**config.mk**
```make
export PLATFORM = sky130hd
export DESIGN_NAME = csw_regs
export DESIGN_NICKNAME = d
export VERILOG_FILES = /design/src/csw_pkg.sv /design/src/csw_std_div.sv /design/src/csw_wake_det.sv /design/src/csw_regs.sv
export VERILOG_INCLUDE_DIRS = /design/src
export SDC_FILE = /design/constraint.sdc
export NUM_CORES = 1
export LEC_CHECK = 0
export BUFFER_PORTS_ARGS = -buffer_cell sky130_fd_sc_hd__buf_2
export CAP_MARGIN = 25
export CORE_MARGIN = 1
export CORE_UTILIZATION = 58
export DETAILED_ROUTE_END_ITERATION = 8
export PLACE_DENSITY = 0.85
export SETUP_SLACK_MARGIN = 0.2
export SYNTH_ARGS = -nofsm -noshare
export SYNTH_HDL_FRONTEND = slang
export SYNTH_SLANG_ARGS = --single-unit
```
**constraint.sdc**
```tcl
create_clock -name clk_i -period 5 [get_ports clk_i]
set_input_delay 0.5 -clock clk_i [delete_from_list [all_inputs] [get_ports clk_i]]
set_output_delay 0.5 -clock clk_i [all_outputs]
set_load 0.1 [all_outputs]
```
**src/csw_defs.svh**
```systemverilog
// Purpose: Offsets, field positions, reset values for the wake/offset register block
// Assumes: Register index times four gives the Wishbone byte address
// Notes: Definitions only
`ifndef CSW_DEFS_SVH
`define CSW_DEFS_SVH
// ==========================================
// Register indices
`define CSW_IDX_RES2H 6'h0b
`define CSW_IDX_AT1 6'h0c
`define CSW_IDX_RT1 6'h0d
`define CSW_IDX_AT2 6'h0e
`define CSW_IDX_RT2 6'h0f
`define CSW_IDX_OFS1 6'h10
`define CSW_IDX_OFS2 6'h11
`define CSW_IDX_DIV 6'h12
`define CSW_IDX_CTRL 6'h20
`define CSW_IDX_STAT 6'h21
`define CSW_IDX_MASK 6'h22
// ==========================================
// Fields and reset values
`define CSW_OFS_W 6
`define CSW_DIV_W 5
`define CSW_EVT_W 4
`define CSW_THR_RST 8'h00
`define CSW_OFS_RST 6'h00
`define CSW_DIV_RST 5'h01
`define CSW_CTRL_RST 4'h0
// Event bit positions, same in control, status and mask
`define CSW_BIT_ABS1 0
`define CSW_BIT_RATE1 1
`define CSW_BIT_ABS2 2
`define CSW_BIT_RATE2 3
`endif

```
**src/csw_pkg.sv**
```systemverilog
// Purpose: Types and shared arithmetic for the wake/offset register block
// Assumes: 12-bit conversion results, 8-bit stored thresholds
// Notes: Constants live in csw_defs.svh
package csw_pkg;
   typedef logic [11:0] csw_res_t;
   typedef logic [7:0] csw_byte_t;
   typedef enum logic [1:0] {
      CSW_IDLE = 2'b01,
      CSW_ACK = 2'b10
   } csw_bus_state_t;
   // Stored upper bits widened with zero low nibble
   function automatic csw_res_t csw_thr12(input csw_byte_t thr);
      csw_thr12 = {thr, 4'h0};
   endfunction
endpackage

```
**src/csw_std_div.sv**
```systemverilog
// Purpose: Conversion-rate divider, active only in standby
// Assumes: slot_i pulses once per possible conversion
// Notes: Divider value 0 acts as 1
`timescale 1ns/1ps
module csw_std_div #(
   parameter int DIV_W = 5
) (
   // Clock and reset
   input wire logic clk_i,
   input wire logic rst_i,
   // Control
   input wire logic slot_i,
   input wire logic standby_i,
   input wire logic [DIV_W-1:0] div_i,
   // Request
   output logic req_o
);
   logic [DIV_W-1:0] cnt_q;
   generate
      if (DIV_W < 1 || DIV_W > 8) begin : g_bad
         $error("csw_std_div: DIV_W out of range");
      end
   endgenerate
   // ==========================================
   // Slot counting
   always_ff @(posedge clk_i) begin
      if (rst_i) begin
         cnt_q <= '0;
         req_o <= 1'b0;
      end else if (!standby_i) begin
         cnt_q <= '0;
         req_o <= slot_i;
      end else if (slot_i) begin
         // Keep full rate when divider is 0 or 1
         if (cnt_q + DIV_W'(1) >= div_i) begin
            cnt_q <= '0;
            req_o <= 1'b1;
         end else begin
            cnt_q <= cnt_q + DIV_W'(1);
            req_o <= 1'b0;
         end
      end else begin
         req_o <= 1'b0;
      end
   end
endmodule

```
**src/csw_wake_det.sv**
```systemverilog
// Purpose: Absolute and rate-of-change wake detection for one channel
// Assumes: done_i pulses once per finished conversion
// Notes: Rate is the change between two successive results
`timescale 1ns/1ps
module csw_wake_det
   import csw_pkg::*;
#(
   parameter int RES_W = 12
) (
   // Clock and reset
   input wire logic clk_i,
   input wire logic rst_i,
   // Conversion
   input wire logic done_i,
   input wire csw_pkg::csw_res_t result_i,
   input wire logic standby_i,
   // Configuration
   input wire logic abs_en_i,
   input wire logic rate_en_i,
   input wire csw_pkg::csw_byte_t abs_thr_i,
   input wire csw_pkg::csw_byte_t rate_thr_i,
   // Events
   output logic abs_evt_o,
   output logic rate_evt_o
);
   csw_res_t prev_q;
   logic prev_vld_q;
   csw_res_t delta;
   generate
      if (RES_W != 12) begin : g_bad
         $error("csw_wake_det: only 12-bit results supported");
      end
   endgenerate
   assign delta = (result_i > prev_q) ? result_i - prev_q : prev_q - result_i;
   // ==========================================
   // History
   always_ff @(posedge clk_i) begin
      if (rst_i) begin
         prev_q <= '0;
         prev_vld_q <= 1'b0;
      end else if (done_i) begin
         prev_q <= result_i;
         prev_vld_q <= 1'b1;
      end
   end
   // ==========================================
   // Events, only in standby
   always_ff @(posedge clk_i) begin
      if (rst_i) begin
         abs_evt_o <= 1'b0;
         rate_evt_o <= 1'b0;
      end else begin
         // Threshold ignored entirely while disabled
         abs_evt_o <= done_i && standby_i && abs_en_i && (result_i >= csw_thr12(abs_thr_i));
         rate_evt_o <= done_i && standby_i && rate_en_i && prev_vld_q
                       && (delta >= csw_thr12(rate_thr_i));
      end
   end
   // ==========================================
   // Checks
   AST_ABS_FIRE: assert property (@(posedge clk_i) disable iff (rst_i)
      done_i && standby_i && abs_en_i && result_i >= {abs_thr_i, 4'h0} |=> abs_evt_o)
      else $error("absolute wake missed");
   AST_ABS_OFF: assert property (@(posedge clk_i) disable iff (rst_i)
      !abs_en_i || !standby_i |=> !abs_evt_o)
      else $error("absolute wake while disabled");
   AST_ABS_BELOW: assert property (@(posedge clk_i) disable iff (rst_i)
      result_i < {abs_thr_i, 4'h0} |=> !abs_evt_o)
      else $error("absolute wake below threshold");
   AST_RATE_OFF: assert property (@(posedge clk_i) disable iff (rst_i)
      !rate_en_i |=> !rate_evt_o)
      else $error("rate wake while disabled");
   AST_RATE_FIRE: assert property (@(posedge clk_i) disable iff (rst_i)
      done_i && standby_i && rate_en_i && prev_vld_q && delta >= {rate_thr_i, 4'h0} |=> rate_evt_o)
      else $error("rate wake missed");
   COV_RATE: cover property (@(posedge clk_i) disable iff (rst_i) rate_evt_o);
endmodule

```
**src/csw_regs.sv**
```systemverilog
// Purpose: Wake threshold, capacitance offset and standby divider registers on Wishbone
// Assumes: Classic Wishbone, 32-bit data, byte address = register index * 4
// Notes: Registers sit in the low byte lane; upper bits read zero
//
// Decided for this implementation: the Wishbone register port.
`timescale 1ns/1ps
`include "csw_defs.svh"
module csw_regs (
   // Clock and reset
   input wire logic clk_i,
   input wire logic rst_i,
   // Wishbone slave
   input wire logic wb_cyc_i,
   input wire logic wb_stb_i,
   input wire logic wb_we_i,
   input wire logic [7:0] wb_adr_i,
   input wire logic [3:0] wb_sel_i,
   input wire logic [31:0] wb_dat_i,
   output logic [31:0] wb_dat_o,
   output logic wb_ack_o,
   // Front end conversions
   input wire logic ch1_done_i,
   input wire csw_pkg::csw_res_t ch1_result_i,
   input wire logic ch2_done_i,
   input wire csw_pkg::csw_res_t ch2_result_i,
   input wire logic slot_i,
   input wire logic standby_i,
   // Front end control
   output logic conv_req_o,
   output logic [5:0] ch1_offset_o,
   output logic [5:0] ch2_offset_o,
   // Interrupt
   output logic irq_o
);
   import csw_pkg::*;

   csw_bus_state_t bus_q;
   csw_byte_t res2h_q;
   csw_byte_t at1_q;
   csw_byte_t rt1_q;
   csw_byte_t at2_q;
   csw_byte_t rt2_q;
   logic [`CSW_OFS_W-1:0] ofs1_q;
   logic [`CSW_OFS_W-1:0] ofs2_q;
   logic [`CSW_DIV_W-1:0] div_q;
   logic [`CSW_EVT_W-1:0] ctrl_q;
   logic [`CSW_EVT_W-1:0] stat_q;
   logic [`CSW_EVT_W-1:0] mask_q;
   logic [`CSW_EVT_W-1:0] evt;
   logic [5:0] idx;
   logic req;
   logic wr;
   csw_byte_t wbyte;
   csw_byte_t rbyte;

   // ==========================================
   // Bus decode
   assign idx = wb_adr_i[7:2];
   assign req = wb_cyc_i && wb_stb_i && (bus_q == CSW_IDLE);
   // Only the low lane carries register data
   assign wr = req && wb_we_i && wb_sel_i[0];
   assign wbyte = wb_dat_i[7:0];

   always_comb begin
      case (idx)
         `CSW_IDX_RES2H: rbyte = res2h_q;
         `CSW_IDX_AT1: rbyte = at1_q;
         `CSW_IDX_RT1: rbyte = rt1_q;
         `CSW_IDX_AT2: rbyte = at2_q;
         `CSW_IDX_RT2: rbyte = rt2_q;
         `CSW_IDX_OFS1: rbyte = {2'h0, ofs1_q};
         `CSW_IDX_OFS2: rbyte = {2'h0, ofs2_q};
         `CSW_IDX_DIV: rbyte = {3'h0, div_q};
         `CSW_IDX_CTRL: rbyte = {4'h0, ctrl_q};
         `CSW_IDX_STAT: rbyte = {4'h0, stat_q};
         `CSW_IDX_MASK: rbyte = {4'h0, mask_q};
         default: rbyte = 8'h00;
      endcase
   end

   // ==========================================
   // Handshake: ack one cycle after request, dropped next cycle
   always_ff @(posedge clk_i) begin
      if (rst_i) begin
         bus_q <= CSW_IDLE;
         wb_ack_o <= 1'b0;
         wb_dat_o <= 32'h0000_0000;
      end else begin
         case (bus_q)
            CSW_IDLE: begin
               if (req) begin
                  bus_q <= CSW_ACK;
                  wb_ack_o <= 1'b1;
                  wb_dat_o <= {24'h00_0000, rbyte};
               end
            end
            CSW_ACK: begin
               bus_q <= CSW_IDLE;
               wb_ack_o <= 1'b0;
            end
            default: begin
               bus_q <= CSW_IDLE;
               wb_ack_o <= 1'b0;
            end
         endcase
      end
   end

   // ==========================================
   // Result capture, not writable from the bus
   always_ff @(posedge clk_i) begin
      if (rst_i) begin
         res2h_q <= 8'h00;
      end else if (ch2_done_i) begin
         res2h_q <= ch2_result_i[11:4];
      end
   end

   // ==========================================
   // Threshold registers
   always_ff @(posedge clk_i) begin
      if (rst_i) begin
         at1_q <= `CSW_THR_RST;
         rt1_q <= `CSW_THR_RST;
         at2_q <= `CSW_THR_RST;
         rt2_q <= `CSW_THR_RST;
      end else if (wr) begin
         if (idx == `CSW_IDX_AT1) at1_q <= wbyte;
         if (idx == `CSW_IDX_RT1) rt1_q <= wbyte;
         if (idx == `CSW_IDX_AT2) at2_q <= wbyte;
         if (idx == `CSW_IDX_RT2) rt2_q <= wbyte;
      end
   end

   // ==========================================
   // Offset and divider registers
   always_ff @(posedge clk_i) begin
      if (rst_i) begin
         ofs1_q <= `CSW_OFS_RST;
         ofs2_q <= `CSW_OFS_RST;
         div_q <= `CSW_DIV_RST;
      end else if (wr) begin
         if (idx == `CSW_IDX_OFS1) ofs1_q <= wbyte[5:0];
         if (idx == `CSW_IDX_OFS2) ofs2_q <= wbyte[5:0];
         if (idx == `CSW_IDX_DIV) div_q <= wbyte[4:0];
      end
   end

   // ==========================================
   // Detection enables and interrupt mask
   always_ff @(posedge clk_i) begin
      if (rst_i) begin
         ctrl_q <= `CSW_CTRL_RST;
         mask_q <= `CSW_CTRL_RST;
      end else if (wr) begin
         if (idx == `CSW_IDX_CTRL) ctrl_q <= wbyte[3:0];
         if (idx == `CSW_IDX_MASK) mask_q <= wbyte[3:0];
      end
   end

   // ==========================================
   // Sticky status, write one to clear; a new event beats the clear
   always_ff @(posedge clk_i) begin
      if (rst_i) begin
         stat_q <= `CSW_CTRL_RST;
      end else if (wr && idx == `CSW_IDX_STAT) begin
         stat_q <= (stat_q & ~wbyte[3:0]) | evt;
      end else begin
         stat_q <= stat_q | evt;
      end
   end

   always_ff @(posedge clk_i) begin
      if (rst_i) begin
         irq_o <= 1'b0;
      end else begin
         irq_o <= |(stat_q & mask_q);
      end
   end

   // ==========================================
   // Wake detectors
   csw_wake_det #(.RES_W(12)) u_det1 (
      .clk_i(clk_i),
      .rst_i(rst_i),
      .done_i(ch1_done_i),
      .result_i(ch1_result_i),
      .standby_i(standby_i),
      .abs_en_i(ctrl_q[`CSW_BIT_ABS1]),
      .rate_en_i(ctrl_q[`CSW_BIT_RATE1]),
      .abs_thr_i(at1_q),
      .rate_thr_i(rt1_q),
      .abs_evt_o(evt[`CSW_BIT_ABS1]),
      .rate_evt_o(evt[`CSW_BIT_RATE1])
   );

   csw_wake_det #(.RES_W(12)) u_det2 (
      .clk_i(clk_i),
      .rst_i(rst_i),
      .done_i(ch2_done_i),
      .result_i(ch2_result_i),
      .standby_i(standby_i),
      .abs_en_i(ctrl_q[`CSW_BIT_ABS2]),
      .rate_en_i(ctrl_q[`CSW_BIT_RATE2]),
      .abs_thr_i(at2_q),
      .rate_thr_i(rt2_q),
      .abs_evt_o(evt[`CSW_BIT_ABS2]),
      .rate_evt_o(evt[`CSW_BIT_RATE2])
   );

   // ==========================================
   // Conversion pacing and offset hand-off
   csw_std_div #(.DIV_W(`CSW_DIV_W)) u_div (
      .clk_i(clk_i),
      .rst_i(rst_i),
      .slot_i(slot_i),
      .standby_i(standby_i),
      .div_i(div_q),
      .req_o(conv_req_o)
   );

   // Offsets only move at a conversion start, so a running one keeps its setting
   always_ff @(posedge clk_i) begin
      if (rst_i) begin
         ch1_offset_o <= `CSW_OFS_RST;
         ch2_offset_o <= `CSW_OFS_RST;
      end else if (conv_req_o) begin
         ch1_offset_o <= ofs1_q;
         ch2_offset_o <= ofs2_q;
      end
   end

   // ==========================================
   // Checks
   AST_RES_RO: assert property (@(posedge clk_i) disable iff (rst_i)
      wr && idx == `CSW_IDX_RES2H && !ch2_done_i |=> res2h_q == $past(res2h_q))
      else $error("result byte changed by write");
   AST_RES_CAP: assert property (@(posedge clk_i) disable iff (rst_i)
      ch2_done_i |=> res2h_q == $past(ch2_result_i[11:4]))
      else $error("result byte not captured");
   AST_THR_RST: assert property (@(posedge clk_i)
      rst_i |=> at1_q == 8'h00 && rt1_q == 8'h00 && at2_q == 8'h00 && rt2_q == 8'h00)
      else $error("threshold not cleared");
   AST_THR_WR: assert property (@(posedge clk_i) disable iff (rst_i)
      wr && idx == `CSW_IDX_RT2 |=> wb_ack_o && rt2_q == $past(wbyte))
      else $error("threshold write lost");
   AST_CO_WR: assert property (@(posedge clk_i) disable iff (rst_i)
      wr && idx == `CSW_IDX_OFS1 |=> ofs1_q == $past(wb_dat_i[5:0]))
      else $error("offset write lost");
   AST_CO_RSVD: assert property (@(posedge clk_i) disable iff (rst_i)
      wb_ack_o && $past(idx) inside {`CSW_IDX_OFS1, `CSW_IDX_OFS2} |-> wb_dat_o[31:6] == 26'h0)
      else $error("offset reserved bits nonzero");
   AST_CO_RST: assert property (@(posedge clk_i)
      rst_i |=> ofs1_q == 6'h00 && ofs2_q == 6'h00 && ch1_offset_o == 6'h00 && ch2_offset_o == 6'h00)
      else $error("offset not cleared");
   AST_DIV_RST: assert property (@(posedge clk_i)
      rst_i |=> div_q == 5'h01)
      else $error("divider reset value wrong");
   AST_DIV_WR: assert property (@(posedge clk_i) disable iff (rst_i)
      wr && idx == `CSW_IDX_DIV |=> div_q == $past(wbyte[4:0]))
      else $error("divider write lost");
   AST_RES_RST: assert property (@(posedge clk_i)
      rst_i |=> res2h_q == 8'h00)
      else $error("result byte not cleared");
   AST_OFS_LOAD: assert property (@(posedge clk_i) disable iff (rst_i)
      conv_req_o |=> ch1_offset_o == $past(ofs1_q) && ch2_offset_o == $past(ofs2_q))
      else $error("offset not applied at conversion start");
   // Status must keep every event, even against a clear
   AST_STAT_SET: assert property (@(posedge clk_i) disable iff (rst_i)
      (|evt) |=> (stat_q & $past(evt)) == $past(evt))
      else $error("wake event lost in status");
   AST_STAT_CLR: assert property (@(posedge clk_i) disable iff (rst_i)
      wr && idx == `CSW_IDX_STAT && evt == 4'h0 |=> stat_q == ($past(stat_q) & ~$past(wbyte[3:0])))
      else $error("status clear wrong");
   AST_IRQ_LVL: assert property (@(posedge clk_i) disable iff (rst_i)
      1'b1 |=> irq_o == |($past(stat_q) & $past(mask_q)))
      else $error("interrupt level wrong");
   // Bus answer timing, upper read lanes and offset hold
   AST_ACK_ANS: assert property (@(posedge clk_i) disable iff (rst_i)
      req |=> wb_ack_o)
      else $error("request not acknowledged");
   AST_RD_HI: assert property (@(posedge clk_i) disable iff (rst_i)
      wb_ack_o |-> wb_dat_o[31:8] == 24'h00_0000)
      else $error("upper read lanes nonzero");
   AST_OFS_HOLD: assert property (@(posedge clk_i) disable iff (rst_i)
      !conv_req_o |=> $stable(ch1_offset_o) && $stable(ch2_offset_o))
      else $error("offset moved mid conversion");
   AST_ACK_ONE: assert property (@(posedge clk_i) disable iff (rst_i)
      wb_ack_o |=> !wb_ack_o)
      else $error("ack longer than one cycle");
   COV_WAKE_IRQ: cover property (@(posedge clk_i) disable iff (rst_i) |evt ##[1:3] irq_o);
   COV_STDBY_REQ: cover property (@(posedge clk_i) disable iff (rst_i) standby_i && conv_req_o);
   COV_OFS_APPLY: cover property (@(posedge clk_i) disable iff (rst_i)
      wr && idx == `CSW_IDX_OFS2 ##[1:20] conv_req_o);
endmodule

```
==> flow_metrics.env <==
export IMPL_hold_buffers=0
export IMPL_min_from="standby_i"
export IMPL_relSlewSlack_pct=38.1
export IMPL_fin_skew_ps=8.28
export IMPL_antenna_cells=0
export IMPL_synth_seq_cells=120
export IMPL_drt_iter0_drc=608
export IMPL_slew_violations=0
export IMPL_num_nets_final=1185
export IMPL_required_ps=5290
export IMPL_clockBufferDepth=2
export IMPL_async_reset_ff_share_pct=0
export IMPL_dr_pass1_iters=5
export IMPL_fillers=1125
export IMPL_cts_resized=0
export IMPL_clock_sinks=120
export IMPL_die_h_um=121
export IMPL_leakage_nw=3.83
export IMPL_final_antenna_net_count=0
export IMPL_synth_cell_type_count=72
export IMPL_dp_worst_setup_slack_ps=526
export IMPL_power_switching_w=0.000864
export IMPL_p_comb_share_pct=21.8
export IMPL_netlist_area_leader_share_pct=29.3
export IMPL_grt_ovfl_total=0
export IMPL_synth_commonest_cells="nor2_1, dfxtp_1, mux2i_1"
export IMPL_viasPerCell=5.81
export IMPL_switching_share_pct=29.9
export IMPL_worst_ep_arrival_time_ps=4590
export IMPL_clockRootBuffer="clkbuf_16"
export IMPL_startpoint="u_det1.prev_q[0]$_SDFFE_PP0P_"
export IMPL_fin_tns_setup_ps=0
export IMPL_synth_most_common_cell="nor2_1"
export IMPL_crit_slowest_cell="nor2_1"
export IMPL_portBuffers=70
export IMPL_synth_area_leader_cell="dfxtp_1"
export IMPL_max_freq_ghz=0.233
export IMPL_dieArea_um2=14600
export IMPL_path_class="register to register"
export IMPL_wire_per_inst_um=16.8
export IMPL_grt_pass1_vias=6738
export IMPL_synth_edff_count=0
export IMPL_grt_start_max_net_pins=69
export IMPL_path_max_fanout=7
export IMPL_core_um2=13800
export IMPL_cp_cell_sequence="ha_1 -> fa_1 -> nand2b_1 -> a211o_1 -> and3_1 -> nor2_1 -> nand2_1 -> o311a_1 -> xnor2_1 -> ha_1 -> nor2b_1 -> o21a_1 -> o21a_1 -> o21ai_0 -> nand2b_1 -> a21oi_1 -> a2bb2oi_1 -> a21oi_1"
export IMPL_period_needed_ps=4290
export IMPL_ys_warn_count=0
export IMPL_synth_seq_area_share_pct=29.3
export IMPL_p_seq_share_pct=34.1
export IMPL_rr_startpoint="u_det1.prev_q[0]$_SDFFE_PP0P_"
export IMPL_end_kind="register"
export IMPL_num_vias=7042
export IMPL_p_int_w=0.00203
export IMPL_antenna_found_initial=0
export IMPL_synthCells=972
export IMPL_synth_area_top_cells="dfxtp_1, ha_1, mux2i_1"
export IMPL_placed_area_um2=8530
export IMPL_clk_pin_slew_ps=60
export IMPL_hp_class="input pin to register"
export IMPL_synth_main_ff_cell="dfxtp_1"
export IMPL_maxCapViolations=0
export IMPL_rsz0062_at_grt="false"
export IMPL_ir_worst_vdd_mv=0.247
export IMPL_power_frac_clock_pct=44.1
export IMPL_cpLargestDelayFamily="compound AO/OA/AOI/OAI gates"
export IMPL_drc=0
export IMPL_slowest_delay_ps=420
export IMPL_pin_count=124
export IMPL_wl_um=20400
export IMPL_run_status="finished, final reports clean"
export IMPL_row_count=43
export IMPL_fin_util_pct=66.2
export IMPL_cts_inserted_buffers=17
export IMPL_dp_hpwl_um=14900
export IMPL_grt_first_pass_wirelength_um=33300
export IMPL_cts_setup_buffers=0
export IMPL_worst_slew_pin_slew_ps=927
export IMPL_syn_area_um2=8200
export IMPL_cp_start_kind="register"
export IMPL_start_util_pct=59.3
export IMPL_fp_dieW_um=121
export IMPL_finalSetupViolCount=0
export IMPL_p_total_w=0.00289
export IMPL_htree_levels=4
export IMPL_finalInstanceArea_um2=9150
export IMPL_syn_area_per_cell_um2=8.44
export IMPL_area_growth_syn_to_layout_pct=11.6
export IMPL_setup_slack_ps=706
export IMPL_p_per_area_nw_per_um2=316
export IMPL_cts_tree="yes"
export IMPL_fin_crit_sh_pct=85.9
export IMPL_grt_total_usage_pct=29.1
export IMPL_hold_violations=0
export IMPL_gp_congestion=0.915
export IMPL_path_buf_inv=0
export IMPL_clk_latency_ps=420
export IMPL_layout_drive_gt1_share_pct=12.3
## power by group through the flow
stage | Clock [W] | Combinational, W | Sequential (W)
after detailed placement | 0 | 0.000610 | 0.00101
after global placement | 0 | 0.000599 | 0.00101
after global routing | 0.00133 | 0.000690 | 0.000987
final | 0.00127 | 0.000629 | 0.000986
after CTS | 0.00129 | 0.000623 | 0.000986
after floorplan | 0 | 0.000494 | 0.00101
## registers in the layout, indices dropped and copies added, names as in the netlist, 4 cells and up
signal	count
div_q	5
rt2_q	8
at2_q	8
at1_q	8
res2h_q	8
ctrl_q	4
stat_q	4
u_det1.prev_q	12
u_div.cnt_q	5
rt1_q	8
ofs1_q	6
wb_dat_o	8
ch2_offset_o	6
u_det2.prev_q	4
mask_q	4
ofs2_q	6
ch1_offset_o	6
## routing by layer
| metal | global-route usage (%) | wire, µm |
|---|---|---|
| met5 | 0 | 0 |
| met4 | 12.0 | 605 |
| met3 | 5.17 | 1210 |
| met1 | 36.2 | 8670 |
| met2 | 49.2 | 9880 |
## metrics by stage
step | std cells | hold slack (ps)
3_5_place_dp | 1181 | 436
2_1_floorplan | 995 | 413
5_1_grt | 1213 | 314
3_3_place_gp | 1181 | 417
6_report | 1213 | 293
4_1_cts | 1213 | 281
## cell usage in the layout (no fill, tap or decap), drive strengths merged, types with 11 or more instances in the layout
| cell type | instances |
|---|---|
| nand4 | 11 |
| nand2 | 49 |
| buf | 74 |
| o21ai | 42 |
| nor2b | 13 |
| dfxtp | 120 |
| a21o | 11 |
| mux2i | 105 |
| xor2 | 11 |
| nand3 | 16 |
| ha | 84 |
| inv | 97 |
| xnor2 | 11 |
| conb | 24 |
| a22oi | 14 |
| nor2 | 134 |
| a21oi | 54 |
| clkbuf | 22 |
| nand2b | 13 |
## area by class of cell
class                           instances  area [µm²]  share of cell area [%]
Sequential cell                       120        2400                    26.3
Multi-Input combinational cell        711        5160                    56.4
Tap cell                              180         225                    2.46
Clock inverter                         10         143                    1.56
Timing Repair Buffer                   74         383                    4.18
Inverter                               96         360                    3.94
Clock buffer                           22         474                    5.18
## worst register-to-register path: cells and delay by family, from the launching register on
kind | cells | cell delay, ps
xor gates and xnor gates | 1 | 140
AOI/OAI and AO/OA | 8 | 1630
adders and majority gates | 3 | 920
and+or+nand+nor | 6 | 1170
DFF | 1 | 320
## cells by family (layout without fill, tap and decap cells)
logic type,after synthesis,count (layout),synth area share [%]
other cells,1,24,0.0457
simple gates,274,274,15.7
compound gates,187,187,14.8
flops,120,120,29.3
buf+inv,164,202,8.82
xor+xnor,22,22,2.35
fa+ha+maj,88,88,13.8
mux,116,116,15.2
## final timing paths
check / to / slack [ps] / depth (start not counted)
max reg2reg: u_det1.rate_evt_o$_SDFF_PP0_ / 710 / 18
max: u_det1.rate_evt_o$_SDFF_PP0_ / 710 / 18
min: u_div.req_o$_SDFF_PP0_ / 290 / 2
min reg2reg: stat_q[2]$_SDFF_PP0_ / 450 / 2
Power figures use the tool's default switching activity.
